### src/core/via_pkg.sv
/*
 Constants, register offsets and the vector state type shared by the
 interrupt arbiter and its two helper modules.
 Assumes an 8-bit register port with a 3-bit word address.
*/
`default_nettype none

package via_pkg;

    // Register word addresses
    localparam logic [2:0] REG_WAKE_ENABLE = 3'h0;
    localparam logic [2:0] REG_WAKE_EDGE = 3'h1;
    localparam logic [2:0] REG_WAKE_PEND = 3'h2;
    localparam logic [2:0] REG_CTRL = 3'h3;
    localparam logic [2:0] REG_ACTIVE_LO = 3'h4;
    localparam logic [2:0] REG_ACTIVE_HI = 3'h5;

    // Control register fields
    localparam int CTRL_GIE_BIT = 0;
    localparam int CTRL_WAKE_IE_BIT = 1;
    localparam logic [1:0] CTRL_RESET = 2'h0;

    // Vectoring
    localparam logic [7:0] VEC_BASE = 8'hE0;
    localparam logic [7:0] TRAP_OPCODE = 8'h00;
    localparam logic [14:0] SERVICE_ENTRY = 15'h00FF;
    localparam logic [3:0] SLOT_TRAP = 4'hF;
    localparam logic [3:0] SLOT_EXT = 4'hD;
    localparam logic [3:0] SLOT_WAKE = 4'h1;
    localparam logic [3:0] SLOT_DEFAULT = 4'h0;
    // Maskable slots fed from outside (wake slot is internal)
    localparam logic [15:0] EXT_SRC_MASK = 16'h3E3C;

    // Stack and program space
    localparam logic [7:0] STACK_LIMIT = 8'h6F;
    localparam logic [7:0] STACK_STEP = 8'h02;
    localparam logic [14:0] STACK_EMPTY_PC = 15'h7FFF;
    localparam int STACK_AW = 4;
    localparam int ADDR_W = 15;
    localparam logic [14:0] PROG_SIZE = 15'h4000;
    localparam logic [14:0] ADDR_ONE = 15'h0001;

    typedef enum logic [1:0] {
        VIS_IDLE = 2'b00,
        VIS_HI = 2'b01,
        VIS_LO = 2'b10,
        VIS_LOAD = 2'b11
    } via_vis_e;

    // Highest set bit wins; no bit gives the default slot
    function automatic logic [3:0] via_top_slot(input logic [15:0] act);
        logic [3:0] s;
        s = SLOT_DEFAULT;
        for (int i = 0; i < 16; i++) begin
            if (act[i]) begin
                s = 4'(i);
            end
        end
        return s;
    endfunction

endpackage

`default_nettype wire

### src/core/via_wake.sv
/*
 Eight wake-port inputs: synchroniser, edge select and pending latches.
 Assumes pins are asynchronous; clear mask comes from a register write.
*/
`timescale 1ns/100ps
`default_nettype none

module via_wake
    import via_pkg::*;
(
    input wire logic clock_in,
    input wire logic rst_in,
    input wire logic ce_in,
    input wire logic [7:0] pin_in,
    input wire logic [7:0] falling_sel_in,
    input wire logic [7:0] clear_in,
    output logic [7:0] pending_out
);

    logic [7:0] sync1_ff;
    logic [7:0] sync2_ff;
    logic [7:0] prev_ff;
    logic [2:0] fill_ff;
    logic [7:0] pend_ff;
    wire logic armed = fill_ff[2];
    wire logic [7:0] rise = sync2_ff & ~prev_ff;
    wire logic [7:0] fall = prev_ff & ~sync2_ff;
    wire logic [7:0] hit = ((falling_sel_in & fall) | (~falling_sel_in & rise)) & {8{armed}};

    always_ff @(posedge clock_in or posedge rst_in) begin
        if (rst_in) begin
            sync1_ff <= 8'h00;
            sync2_ff <= 8'h00;
            prev_ff <= 8'h00;
            fill_ff <= 3'h0;
        end else if (ce_in) begin
            sync1_ff <= pin_in;
            sync2_ff <= sync1_ff;
            prev_ff <= sync2_ff;
            fill_ff <= {fill_ff[1:0], 1'b1};
        end
    end

    // Set beats clear so an edge during a clear is kept
    generate
        for (genvar i = 0; i < 8; i++) begin : g_pend
            always_ff @(posedge clock_in or posedge rst_in) begin
                if (rst_in) begin
                    pend_ff[i] <= 1'b0;
                end else if (ce_in) begin
                    pend_ff[i] <= hit[i] | (pend_ff[i] & ~clear_in[i]);
                end
            end
        end
    endgenerate

    assign pending_out = pend_ff;

endmodule // via_wake

`default_nettype wire

### src/core/via_stack_mem.sv
/*
 Return-address stack storage, one write and one registered read port.
 Assumes the caller keeps indices inside the depth.
*/
`timescale 1ns/100ps
`default_nettype none

module via_stack_mem
    import via_pkg::*;
(
    input wire logic clock_in,
    input wire logic rst_in,
    input wire logic ce_in,
    input wire logic wr_in,
    input wire logic [STACK_AW-1:0] waddr_in,
    input wire logic [ADDR_W-1:0] wdata_in,
    input wire logic [STACK_AW-1:0] raddr_in,
    output logic [ADDR_W-1:0] rdata_out
);

    logic [ADDR_W-1:0] mem [0:(1<<STACK_AW)-1];
    logic [ADDR_W-1:0] rdata_ff;

    always_ff @(posedge clock_in) begin
        if (ce_in && wr_in) begin
            mem[waddr_in] <= wdata_in;
        end
    end

    always_ff @(posedge clock_in or posedge rst_in) begin
        if (rst_in) begin
            rdata_ff <= '0;
        end else if (ce_in) begin
            rdata_ff <= mem[raddr_in];
        end
    end

    assign rdata_out = rdata_ff;

endmodule // via_stack_mem

`default_nettype wire

### src/core/via_arbiter.sv
/*
 Vectored interrupt arbiter: trap flag, maskable acknowledge, vector fetch,
 return stack and wake-port registers.
 Assumes the core sequencer on the same clock stalls while a vector fetch
 or a stack pop is in flight, and issues one instruction event per cycle.
*/
// Implementation choices: strobed register access and the address map.
// What this block does
// - Vector select yields even byte E0 to FE
// - Trap gives FE, external pin FA
// - Offset replaces only the counter low byte
// - Fetch vector word, load program counter
// - Trap flag set on trap, reset clears
// - Trap flag has no software access path
// - Clear-trap instruction clears the flag unless a trap fetch comes in the same cycle
// - Zero opcode raises immediate top-priority trap
// - Missing program memory reads as zero
// - Stack underflow past 06F loads 7FFF
// - Trap keeps enable, blocks maskable acknowledge
// - Only another trap enters a trap routine
// - Trap pushes the trap opcode address
// - Eight edge wake inputs, one vector
// - Per-pin wake enable register
// - Per-pin rising or falling edge select
// - Per-pin pending latch, no summary flag
// - Wake request needs both enable flags
// - Wake without interrupt resumes next instruction
// - Maskable never preempts routine; trap may
// - Nothing active selects bottom default vector
// - Acknowledge branches to entry 00FF
// - Interrupt return sets enable, pops address
`timescale 1ns/100ps
`default_nettype none

module via_arbiter
    import via_pkg::*;
(
    input wire logic clock_in,
    input wire logic rst_in,
    input wire logic ce_in,
    // Register port
    input wire logic [2:0] reg_addr_in,
    input wire logic [7:0] reg_wdata_in,
    input wire logic reg_wr_in,
    input wire logic reg_rd_in,
    output logic [7:0] reg_rdata_out,
    // Core sequencer
    input wire logic instr_load_in,
    input wire logic [7:0] instr_opcode_in,
    input wire logic [14:0] instr_addr_in,
    input wire logic inst_boundary_in,
    input wire logic [14:0] ret_addr_in,
    input wire logic [14:0] cur_pc_in,
    input wire logic exec_vis_in,
    input wire logic exec_clear_trap_in,
    input wire logic exec_interrupt_return_instruction_in,
    input wire logic exec_skip_return_instruction_in,
    input wire logic lowpower_in,
    input wire logic fetch_rd_in,
    input wire logic [14:0] fetch_addr_in,
    output logic fetch_valid_out,
    output logic [7:0] fetch_data_out,
    output logic pc_load_out,
    output logic [14:0] pc_value_out,
    output logic trap_opcode_instruction_take_out,
    output logic trap_active_out,
    output logic gie_out,
    output logic wake_out,
    // Program memory
    output logic prog_rd_out,
    output logic [14:0] prog_addr_out,
    input wire logic [7:0] prog_data_in,
    // Peripheral sources
    input wire logic [15:0] src_pend_in,
    input wire logic [15:0] src_en_in,
    input wire logic [7:0] wake_pin_in
);

    via_vis_e state_ff;
    via_vis_e nxt_state;
    logic trap_ff;
    logic gie_ff;
    logic wake_ie_ff;
    logic in_service_ff;
    logic [7:0] wake_en_ff;
    logic [7:0] wake_edge_ff;
    logic [7:0] sp_ff;
    logic [14:0] vec_addr_ff;
    logic [7:0] vec_hi_ff;
    logic pop_wait_ff;
    logic pop_skip_ff;
    logic [1:0] fetch_wait_ff;
    logic [14:0] prog_addr_d_ff;
    logic [7:0] reg_rdata_ff;
    logic pc_load_ff;
    logic [14:0] pc_value_ff;
    logic trap_opcode_instruction_take_ff;
    logic prog_rd_ff;
    logic [14:0] prog_addr_ff;
    logic fetch_valid_ff;
    logic [7:0] fetch_data_ff;
    logic wake_ff;
    logic [7:0] wake_pend;
    logic [14:0] pop_data;

    // Trap detection and maskable activity
    wire logic trap_fetch = instr_load_in && (instr_opcode_in == TRAP_OPCODE);
    wire logic [7:0] wake_hits = wake_pend & wake_en_ff;
    wire logic wake_req = (|wake_hits) && wake_ie_ff;
    wire logic [15:0] ext_act = src_pend_in & src_en_in & EXT_SRC_MASK;
    wire logic [15:0] wake_vec = {14'h0000, wake_req, 1'b0};
    wire logic [15:0] mask_act = (ext_act | wake_vec) & {16{~trap_ff}};
    wire logic [15:0] act = mask_act | {trap_ff, 15'h0000};
    wire logic [3:0] slot = via_top_slot(act);
    wire logic [7:0] vec_offset = VEC_BASE | {3'h0, slot, 1'b0};

    // Instruction events, one taken per cycle
    wire logic idle = (state_ff == VIS_IDLE) && !pop_wait_ff;
    wire logic maskable_take = inst_boundary_in && gie_ff && !trap_ff && !in_service_ff
                               && (|mask_act) && idle && !trap_fetch;
    wire logic vis_go = exec_vis_in && idle && !trap_fetch && !maskable_take;
    wire logic ret_go = (exec_interrupt_return_instruction_in || exec_skip_return_instruction_in) && idle && !trap_fetch && !maskable_take && !vis_go;
    wire logic fetch_go = fetch_rd_in && (state_ff == VIS_IDLE) && !vis_go;
    wire logic push_wr = trap_fetch || maskable_take;
    wire logic [14:0] push_data = trap_fetch ? instr_addr_in : ret_addr_in;

    // Stack pointer arithmetic: two bytes per entry, growing down from the limit
    wire logic underflow = (sp_ff >= STACK_LIMIT);
    wire logic [7:0] sp_down = sp_ff - STACK_STEP;
    wire logic [7:0] sp_up = sp_ff + STACK_STEP;
    wire logic [7:0] push_diff = STACK_LIMIT - sp_ff;
    wire logic [7:0] pop_diff = STACK_LIMIT - sp_up;
    wire logic [STACK_AW-1:0] push_idx = push_diff[STACK_AW:1];
    wire logic [STACK_AW-1:0] pop_idx = pop_diff[STACK_AW:1];

    // Reads of absent program memory come back as zero
    wire logic [7:0] prog_data = (prog_addr_d_ff >= PROG_SIZE) ? 8'h00 : prog_data_in;

    // Register decode; the trap flag has no address here
    wire logic reg_sel_en = (reg_addr_in == REG_WAKE_ENABLE);
    wire logic reg_sel_edge = (reg_addr_in == REG_WAKE_EDGE);
    wire logic reg_sel_pend = (reg_addr_in == REG_WAKE_PEND);
    wire logic reg_sel_ctrl = (reg_addr_in == REG_CTRL);
    wire logic [7:0] wake_clear = (reg_wr_in && reg_sel_pend) ? reg_wdata_in : 8'h00;
    wire logic [7:0] ctrl_rd = {6'h00, wake_ie_ff, gie_ff};
    wire logic [7:0] rd_mux = reg_sel_en ? wake_en_ff :
                              reg_sel_edge ? wake_edge_ff :
                              reg_sel_pend ? wake_pend :
                              reg_sel_ctrl ? ctrl_rd :
                              (reg_addr_in == REG_ACTIVE_LO) ? mask_act[7:0] :
                              (reg_addr_in == REG_ACTIVE_HI) ? mask_act[15:8] : 8'h00;

    via_wake u_wake (
        .clock_in(clock_in),
        .rst_in(rst_in),
        .ce_in(ce_in),
        .pin_in(wake_pin_in),
        .falling_sel_in(wake_edge_ff),
        .clear_in(wake_clear),
        .pending_out(wake_pend)
    );

    via_stack_mem u_stack (
        .clock_in(clock_in),
        .rst_in(rst_in),
        .ce_in(ce_in),
        .wr_in(push_wr),
        .waddr_in(push_idx),
        .wdata_in(push_data),
        .raddr_in(pop_idx),
        .rdata_out(pop_data)
    );

    always_comb begin
        nxt_state = state_ff;
        unique case (state_ff)
            VIS_IDLE: begin
                if (vis_go) begin
                    nxt_state = VIS_HI;
                end
            end
            VIS_HI: nxt_state = VIS_LO;
            VIS_LO: nxt_state = VIS_LOAD;
            VIS_LOAD: nxt_state = VIS_IDLE;
        endcase
    end

    // Trap flag: set wins over the clear instruction
    always_ff @(posedge clock_in or posedge rst_in) begin
        if (rst_in) begin
            trap_ff <= 1'b0;
        end else if (ce_in) begin
            trap_ff <= trap_fetch || (trap_ff && !exec_clear_trap_in);
        end
    end

    // Enables and service state
    always_ff @(posedge clock_in or posedge rst_in) begin
        if (rst_in) begin
            gie_ff <= CTRL_RESET[CTRL_GIE_BIT];
            wake_ie_ff <= CTRL_RESET[CTRL_WAKE_IE_BIT];
            in_service_ff <= 1'b0;
            wake_en_ff <= 8'h00;
            wake_edge_ff <= 8'h00;
        end else if (ce_in) begin
            if (reg_wr_in && reg_sel_en) begin
                wake_en_ff <= reg_wdata_in;
            end
            if (reg_wr_in && reg_sel_edge) begin
                wake_edge_ff <= reg_wdata_in;
            end
            if (reg_wr_in && reg_sel_ctrl) begin
                wake_ie_ff <= reg_wdata_in[CTRL_WAKE_IE_BIT];
            end
            // Hardware moves of the enable take precedence over a write
            if (maskable_take) begin
                gie_ff <= 1'b0;
            end else if (ret_go && exec_interrupt_return_instruction_in) begin
                gie_ff <= 1'b1;
            end else if (reg_wr_in && reg_sel_ctrl) begin
                gie_ff <= reg_wdata_in[CTRL_GIE_BIT];
            end
            if (maskable_take) begin
                in_service_ff <= 1'b1;
            end else if (ret_go) begin
                in_service_ff <= 1'b0;
            end
        end
    end

    // Stack pointer and pop tracking; push overflow wraps the storage
    always_ff @(posedge clock_in or posedge rst_in) begin
        if (rst_in) begin
            sp_ff <= STACK_LIMIT;
            pop_wait_ff <= 1'b0;
            pop_skip_ff <= 1'b0;
        end else if (ce_in) begin
            pop_wait_ff <= ret_go && !underflow;
            pop_skip_ff <= exec_skip_return_instruction_in;
            if (push_wr) begin
                sp_ff <= sp_down;
            end else if (ret_go && !underflow) begin
                sp_ff <= sp_up;
            end
        end
    end

    // Vector fetch sequence
    always_ff @(posedge clock_in or posedge rst_in) begin
        if (rst_in) begin
            state_ff <= VIS_IDLE;
            vec_addr_ff <= '0;
            vec_hi_ff <= 8'h00;
        end else if (ce_in) begin
            state_ff <= nxt_state;
            if (vis_go) begin
                vec_addr_ff <= {cur_pc_in[14:8], vec_offset};
            end
            if (state_ff == VIS_LO) begin
                vec_hi_ff <= prog_data;
            end
        end
    end

    // Program memory port shared by vector and instruction fetch
    always_ff @(posedge clock_in or posedge rst_in) begin
        if (rst_in) begin
            prog_rd_ff <= 1'b0;
            prog_addr_ff <= '0;
            prog_addr_d_ff <= '0;
            fetch_wait_ff <= 2'h0;
            fetch_valid_ff <= 1'b0;
            fetch_data_ff <= 8'h00;
        end else if (ce_in) begin
            prog_addr_d_ff <= prog_addr_ff;
            fetch_wait_ff <= {fetch_wait_ff[0], fetch_go};
            fetch_valid_ff <= fetch_wait_ff[1];
            fetch_data_ff <= fetch_wait_ff[1] ? prog_data : 8'h00;
            if (vis_go) begin
                prog_rd_ff <= 1'b1;
                prog_addr_ff <= {cur_pc_in[14:8], vec_offset};
            end else if (state_ff == VIS_HI) begin
                prog_rd_ff <= 1'b1;
                prog_addr_ff <= vec_addr_ff + ADDR_ONE;
            end else if (fetch_go) begin
                prog_rd_ff <= 1'b1;
                prog_addr_ff <= fetch_addr_in;
            end else begin
                prog_rd_ff <= 1'b0;
            end
        end
    end

    // Program counter loads toward the core
    always_ff @(posedge clock_in or posedge rst_in) begin
        if (rst_in) begin
            pc_load_ff <= 1'b0;
            pc_value_ff <= '0;
            trap_opcode_instruction_take_ff <= 1'b0;
        end else if (ce_in) begin
            trap_opcode_instruction_take_ff <= push_wr;
            pc_load_ff <= push_wr || vis_go || (state_ff == VIS_LOAD) || pop_wait_ff || (ret_go && underflow);
            if (push_wr) begin
                pc_value_ff <= SERVICE_ENTRY;
            end else if (vis_go) begin
                pc_value_ff <= {cur_pc_in[14:8], vec_offset};
            end else if (state_ff == VIS_LOAD) begin
                pc_value_ff <= {vec_hi_ff[6:0], prog_data};
            end else if (pop_wait_ff) begin
                pc_value_ff <= pop_skip_ff ? (pop_data + ADDR_ONE) : pop_data;
            end else if (ret_go && underflow) begin
                pc_value_ff <= STACK_EMPTY_PC;
            end
        end
    end

    // Register read data and wake indication
    always_ff @(posedge clock_in or posedge rst_in) begin
        if (rst_in) begin
            reg_rdata_ff <= 8'h00;
            wake_ff <= 1'b0;
        end else if (ce_in) begin
            reg_rdata_ff <= reg_rd_in ? rd_mux : 8'h00;
            wake_ff <= lowpower_in && (|wake_hits);
        end
    end

    assign reg_rdata_out = reg_rdata_ff;
    assign pc_load_out = pc_load_ff;
    assign pc_value_out = pc_value_ff;
    assign trap_opcode_instruction_take_out = trap_opcode_instruction_take_ff;
    assign trap_active_out = trap_ff;
    assign gie_out = gie_ff;
    assign wake_out = wake_ff;
    assign prog_rd_out = prog_rd_ff;
    assign prog_addr_out = prog_addr_ff;
    assign fetch_valid_out = fetch_valid_ff;
    assign fetch_data_out = fetch_data_ff;
endmodule // via_arbiter

`default_nettype wire

### config.mk
export PLATFORM = sky130hd
export DESIGN_NAME = via_arbiter
export DESIGN_NICKNAME = d
export VERILOG_FILES = /design/src/core/via_pkg.sv /design/src/core/via_wake.sv /design/src/core/via_stack_mem.sv /design/src/core/via_arbiter.sv
export SDC_FILE = /design/constraint.sdc
export NUM_CORES = 1
export LEC_CHECK = 0
export ABC_AREA = 1
export BUFFER_PORTS_ARGS = -buffer_cell sky130_fd_sc_hd__buf_2
export CORE_MARGIN = 4
export CORE_UTILIZATION = 63
export DETAILED_ROUTE_END_ITERATION = 8
export PLACE_DENSITY = 0.83
export SLEW_MARGIN = 20
export SYNTH_ARGS = -nofsm -noshare
export SYNTH_HDL_FRONTEND = slang
export SYNTH_SLANG_ARGS = --single-unit
### constraint.sdc
create_clock -name clock_in -period 15.7 [get_ports clock_in]
set_input_delay 3.14 -clock clock_in [delete_from_list [all_inputs] [get_ports clock_in]]
set_output_delay 3.14 -clock clock_in [all_outputs]
set_load 0.005 [all_outputs]
==> out/qor.yml, run 1 <==
status: "finished, final reports clean"
routedWlPerCell_um: 19.8
start_util_pct: 63.9
hpwl_um: 26700
vias_per_cell: 6.09
grt_max_degree: 89
leakage_nw: 8.07
clk_latency_ps: 540
endpoint_kind: "register"
dp.cells: 2126
regToRegStartpoint: "sp_ff[1]$_DFFE_PP1P_"
first_pass_iters: 6
cts_tree: "done"
numCtsBuffers: 39
layout-drive-gt1-share_pct: 16.4
post_cts_buffers: 0
synth-edff-count: 240
slowest_stage: "nor2_1"
grtUsageTotal_pct: 28.4
root_buffer: "clkbuf_16"
die_x_um: 173
path_clk_slew_ps: 60
hp-start: "u_wake.fill_ff[0]$_DFFE_PP0P_"
cp.arrival_ps: 5640
max_stage_delay_ps: 490
hp-class: "reg2reg"
core_um2: 27000
syn-instance-count: 1677
final_cells: 2198
crit_path_start: "instr_opcode_in[5]"
cts_buffer_depth: 3
post-synth-top-count-cell: "nand2_1"
detail-route-antenna-nets: 0
port_buffers: 170
hold_viol: 0
grt_first_pass_wirelength_um: 68500
cts.sinks: 394
critical_path_buf_inv_count: 5
yosys.area.top_type: "edfxtp_1"
worst_slew_margin_rel_pct: 28.2
tns_ps: 0
synth_top_area_share_pct: 41.8
max_cap_viol_count: 0
drt_wl_total_um: 43600
vias: 13393
antenna_cells: 0
utilization_pct: 72.5
rsz0062_at_grt: "no"
fin_crit_ps: 5430
power_mw: 3.46
synth_seq_cells: 394
fin_area_um2: 19500
setup-violations-final: 0
crit_chain: "buf_2, nor2_1, nand3_1, nor2_2, buf_4, inv_2, nand2_4, inv_4, nor2_4, nand2_1, nor2_1, buf_4"
critPathMaxFanout: 19
grt_pass1_vias: 13006
worstSetupStartpointType: "input port"
hold_ws_ps: 467
worstSetupPathType: "in2reg"
pre_cts_slack_ps: 9770
setup_ws_ps: 10270
fmax_ghz: 0.184
antenna_found_initial: 0
rrSetupSlack_ps: 11650
drc: 0
postCtsHoldBufs: 0
worst_pin_slew_ps: 1080
async_flop_share_pct: 39.1
powerDensity_nw_per_um2: 177
peakVddDrop_mv: 0.150
crit_family: "simple AND/OR/NAND/NOR gates"
die_area_um2: 30000
nets: 1977
worstPathRequired_ps: 15910
slew_viol_final: 0
finalWeightedCongestion: 0.902
dpl_cell_area_um2: 18300
finalCritPeriodShare_pct: 34.6
yosysSeqAreaShare_pct: 64.3
netlist_area_um2: 17200
io_pins: 193
overflow: 0
rows: 60
drt_first_iter_violations: 1494
synth_nets: 1828
htreeDepth: 2
finClkSkew_ps: 22.1
dieHeight_um: 173
ys_warn_count: 0
synth.distinct_cells: 50
syn_avg_cell_area_um2: 10.3
cts_resized: 0
synthToLayoutAreaGrowth_pct: 13.4
synth_area_leaders: "edfxtp_1, dfrtp_1, nand2_1"
yosys-top-cells-count: "nand2_1, edfxtp_1, o21ai_0, nor2_1, dfrtp_1"
synth_ff_type: "edfxtp_1"
[worst reg2reg max path, cell delays in order (launching register included)]
cell,delay (ps)
dfstp_4,960
inv_2,420
ha_1,410
buf_4,330
inv_2,900
o21ai_0,370
o221ai_1,320
nand3_1,120
a31oi_1,160
[layout make-up]
type                       count  area, um2
clock buffer                  55       1130
inverter                      88        338
timing repair buffer         194       1030
clock inverter                17       93.8
multi-input combinational   1109       5450
fill                        1852       7410
tap                          341        427
sequential                   394      11100
[per-layer routing]
metal	up-vias	part of all wire (%)	GRT usage [%]
met5	-	0	0
met3	118	9.3	4.38
met1	6372	40	38.0
met4	0	3.3	10.1
met2	749	47	47.8
li1	6154	-	-
[worst paths after layout]
kind                                                    end  cells after the start
min reg2reg                   u_wake.fill_ff[0]$_DFFE_PP0P_                      1
min in group asynchronous     fetch_data_out[6]$_DFFE_PP0P_                      2
min                           u_wake.fill_ff[0]$_DFFE_PP0P_                      1
max                             u_stack.mem[2][4]$_DFFE_PP_                     12
max reg2reg                u_stack.rdata_out[0]$_DFFE_PP0P_                      8
max in group asynchronous              wake_out$_DFFE_PP0P_                      3
[report_power, final]
group / switching, mW / total [mW] / leakage [nW] / internal [mW]
logic: 0.811 / 1.20 / 3.43 / 0.394
clock network: 0.378 / 0.880 / 0.611 / 0.502
registers: 0.136 / 1.38 / 4.03 / 1.24
total: 1.32 / 3.46 / 8.07 / 2.14
[cell families (layout without fill, tap and decap cells)]
family	Yosys count	count (layout)	share of synthesized area (%)
buffers and inverters	174	354	4.13
AOI/OAI and AO/OA	385	385	13.3
adders and majority gates	11	11	0.799
and+or+nand+nor	703	703	17.0
xor gates and xnor gates	10	10	0.509
DFF	394	394	64.3
[registers in the layout, summed over array words and instances (netlist names), 12 cells and up]
register	flops
pc_value_out	15
prog_addr_out	15
u_stack.mem	240
u_stack.rdata_out	15
vec_addr_ff	12
[cells in the final DEF, fill, tap and decap left out, types with 3 or more instances in the layout]
cell	Yosys	layout
o22ai_1	3	3
nor3_1	6	6
o221ai_1	61	61
clkbuf_8	0	7
clkbuf_16	0	40
inv_2	5	7
dfstp_2	5	4
nand2_1	365	365
buf_2	10	170
xnor2_1	4	4
o31ai_1	15	15
nor2_2	2	3
buf_4	3	23
a31oi_1	16	16
edfxtp_1	240	240
o211ai_1	10	10
o2111ai_1	4	4
clkinv_1	3	8
a21oi_1	27	27
nand3_1	71	71
o21ai_0	233	233
o21ai_1	3	3
clkbuf_1	67	8
xor2_1	6	6
nand4_1	8	8
inv_1	79	76
clkinv_2	0	10
nor2_4	3	3
o21a_1	3	3
nor2_1	215	214
nand2_2	15	15
dfrtp_1	149	149
ha_1	11	11
nand3_2	6	6
or2_2	5	5
No activity file was read; power rests on OpenSTA's default activity.
==> run 2: changes to the inputs <==
--- a/config.mk
+++ b/config.mk
@@ -8,9 +8,9 @@
 export ABC_AREA = 1
 export BUFFER_PORTS_ARGS = -buffer_cell sky130_fd_sc_hd__buf_2
 export CORE_MARGIN = 4
-export CORE_UTILIZATION = 63
+export CORE_UTILIZATION = 53
 export DETAILED_ROUTE_END_ITERATION = 8
-export PLACE_DENSITY = 0.83
+export PLACE_DENSITY = 0.74
 export SLEW_MARGIN = 20
 export SYNTH_ARGS = -nofsm -noshare
 export SYNTH_HDL_FRONTEND = slang
==> constraint.sdc (replaced) <==
create_clock -name clock_in -period 4.9 [get_ports clock_in]
set_input_delay 0.98 -clock clock_in [delete_from_list [all_inputs] [get_ports clock_in]]
set_output_delay 0.98 -clock clock_in [all_outputs]
set_load 0.005 [all_outputs]
==> run 2 against run 1 <==
  * Clock skew shrank 6.6 ps
  * Cell area grew 1.7%
  * Flip-flop and latch count is the same
  * Clock-buffer cell count shrank 6
  * Non-clock buffer count grew 6
  * Total power grew to 3.3 times the previous value
  * Clock power grew to 3.5 times the previous value
  * Combinational power grew to 3.2 times the previous value
  * Hold slack lost 2.2 ps
  * Largest cell class unchanged
  * Largest power group unchanged
  * Highest routed layer unchanged
==> out/qor.yml, run 2 (synthesized netlist as in run 1, its figures left out) <==
peakVddDrop_mv: 0.575
powerDensity_nw_per_um2: 570
overflow: 0
max_cap_viol_count: 0
cts_resized: 0
fin_crit_ps: 3270
n_fill_cell: 2532
routedWlPerCell_um: 19.2
grt_first_pass_wirelength_um: 69200
leakage_nw: 8.16
fmax_ghz: 0.306
hpwl_um: 27300
worstPathRequired_ps: 5120
tns_ps: 0
vias_per_cell: 5.74
worst_slew_margin_rel_pct: 38.9
drt_first_iter_violations: 1199
detail-route-antenna-nets: 0
post_cts_buffers: 0
cts_buffer_depth: 3
drc: 0
hold_viol: 0
path_clk_slew_ps: 60
finClkSkew_ps: 15.5
rsz0062_at_grt: "no"
die_x_um: 188
status: "finished, final reports clean"
htreeDepth: 2
cts.sinks: 394
grtUsageTotal_pct: 24.4
antenna_found_initial: 0
postCtsHoldBufs: 0
grt_max_degree: 126
hp-class: "reg2reg"
slew_viol_final: 0
antenna_cells: 0
worstSetupPathType: "in2reg"
drt_wl_total_um: 44200
synthToLayoutAreaGrowth_pct: 15.4
top_register: "u_stack.mem"
largest_reg_flops: 240
worstSetupStartpointType: "input port"
first_pass_iters: 5
rows: 65
root_buffer: "clkbuf_16"
die_area_um2: 35400
endpoint_kind: "register"
setup_ws_ps: 1630
multi_input_comb_area_um2: 5450
nets: 1986
worst_pin_slew_ps: 916
utilization_pct: 62.5
hold_ws_ps: 465
vias: 13205
grt_pass1_vias: 12680
dieHeight_um: 188
clk_latency_ps: 540
start_util_pct: 54.2
pre_cts_slack_ps: 1080
io_pins: 193
setup-violations-final: 0
finalWeightedCongestion: 0.897
critPathMaxFanout: 19
cts_tree: "done"
core_um2: 31800
finalCritPeriodShare_pct: 66.8
final_cell_mix: "nand2_1, edfxtp_1, o21ai_0"
cp.arrival_ps: 3490
layout_commonest_cell: "nand2_1"
port_buffers: 170
numCtsBuffers: 42
regArea_um2: 11100
layout-drive-gt1-share_pct: 16.6
## run 2: changes by cell type in the layout (fill, tap and decap cells not counted), sizes merged
cell | previous run | this run
clkinv | 19 | 24
bufinv | 0 | 3
clkinvlp | 0 | 2
buf | 194 | 200
clkbuf | 55 | 49
## run 2: final cells by class
type                    count  share of cell area [%]
clock inverters            27                    1.07
clock buffers              49                    5.58
well taps                 435                    2.74
multi-input cells        1109                    27.4
inverters                  88                    1.69
flip-flops and latches    394                    55.7
repair buffers            200                    5.79
## run 2: metal layers
metal  track usage [%]  part of all wire (%)  wire length (um)  up-vias
met5                 0                     0                 0        -
met4              7.85                   2.7              1180        0
met3              4.37                   8.4              3730       89
met2              38.8                    46             20300      599
met1              34.6                    43             19000     6353
li1                  -                     -                 -     6164
## run 2: power by group
part | internal (mW) | switching, mW
logic | 1.32 | 2.57
registers | 3.98 | 0.412
clock network | 1.78 | 1.26
total | 7.08 | 4.25
## run 2: per-stage QoR
| step | power [mW] | cell area (um2) | cells |
|---|---|---|---|
| after global routing | 12.0 | 19900 | 2302 |
| after floorplan | 7.03 | 17200 | 1677 |
| after detailed placement | 8.27 | 18500 | 2224 |
| final | 11.3 | 19900 | 2302 |
| after global placement | 8.14 | 18500 | 2224 |
| after CTS | 11.3 | 19800 | 2300 |
## run 2: worst paths after layout
| check | from | end | slack [ps] | cells after the start |
|---|---|---|---|---|
| worst min-delay path | u_wake.fill_ff[0]$_DFFE_PP0P_ | u_wake.fill_ff[0]$_DFFE_PP0P_ | 460 | 1 |
| max in group asynchronous | rst_in | sp_ff[6]$_DFFE_PP1P_ | 3730 | 3 |
| worst min register to register | u_wake.fill_ff[0]$_DFFE_PP0P_ | u_wake.fill_ff[0]$_DFFE_PP0P_ | 460 | 1 |
| worst max-delay path | instr_opcode_in[5] | u_stack.mem[5][14]$_DFFE_PP_ | 1630 | 12 |
| worst max register to register | trap_active_out$_DFFE_PP0P_ | u_stack.mem[5][14]$_DFFE_PP_ | 1670 | 12 |
| min in group asynchronous | rst_in | u_wake.sync1_ff[2]$_DFFE_PP0P_ | 470 | 2 |
## run 2: worst max-delay path, stage by stage
cell	delay (ps)
buf_2	100
nor2_1	90
nand3_1	100
nor2_2	90
buf_4	270
inv_2	270
nand2_4	240
inv_4	120
nor2_4	140
nand2_1	120
nor2_1	600
buf_4	350
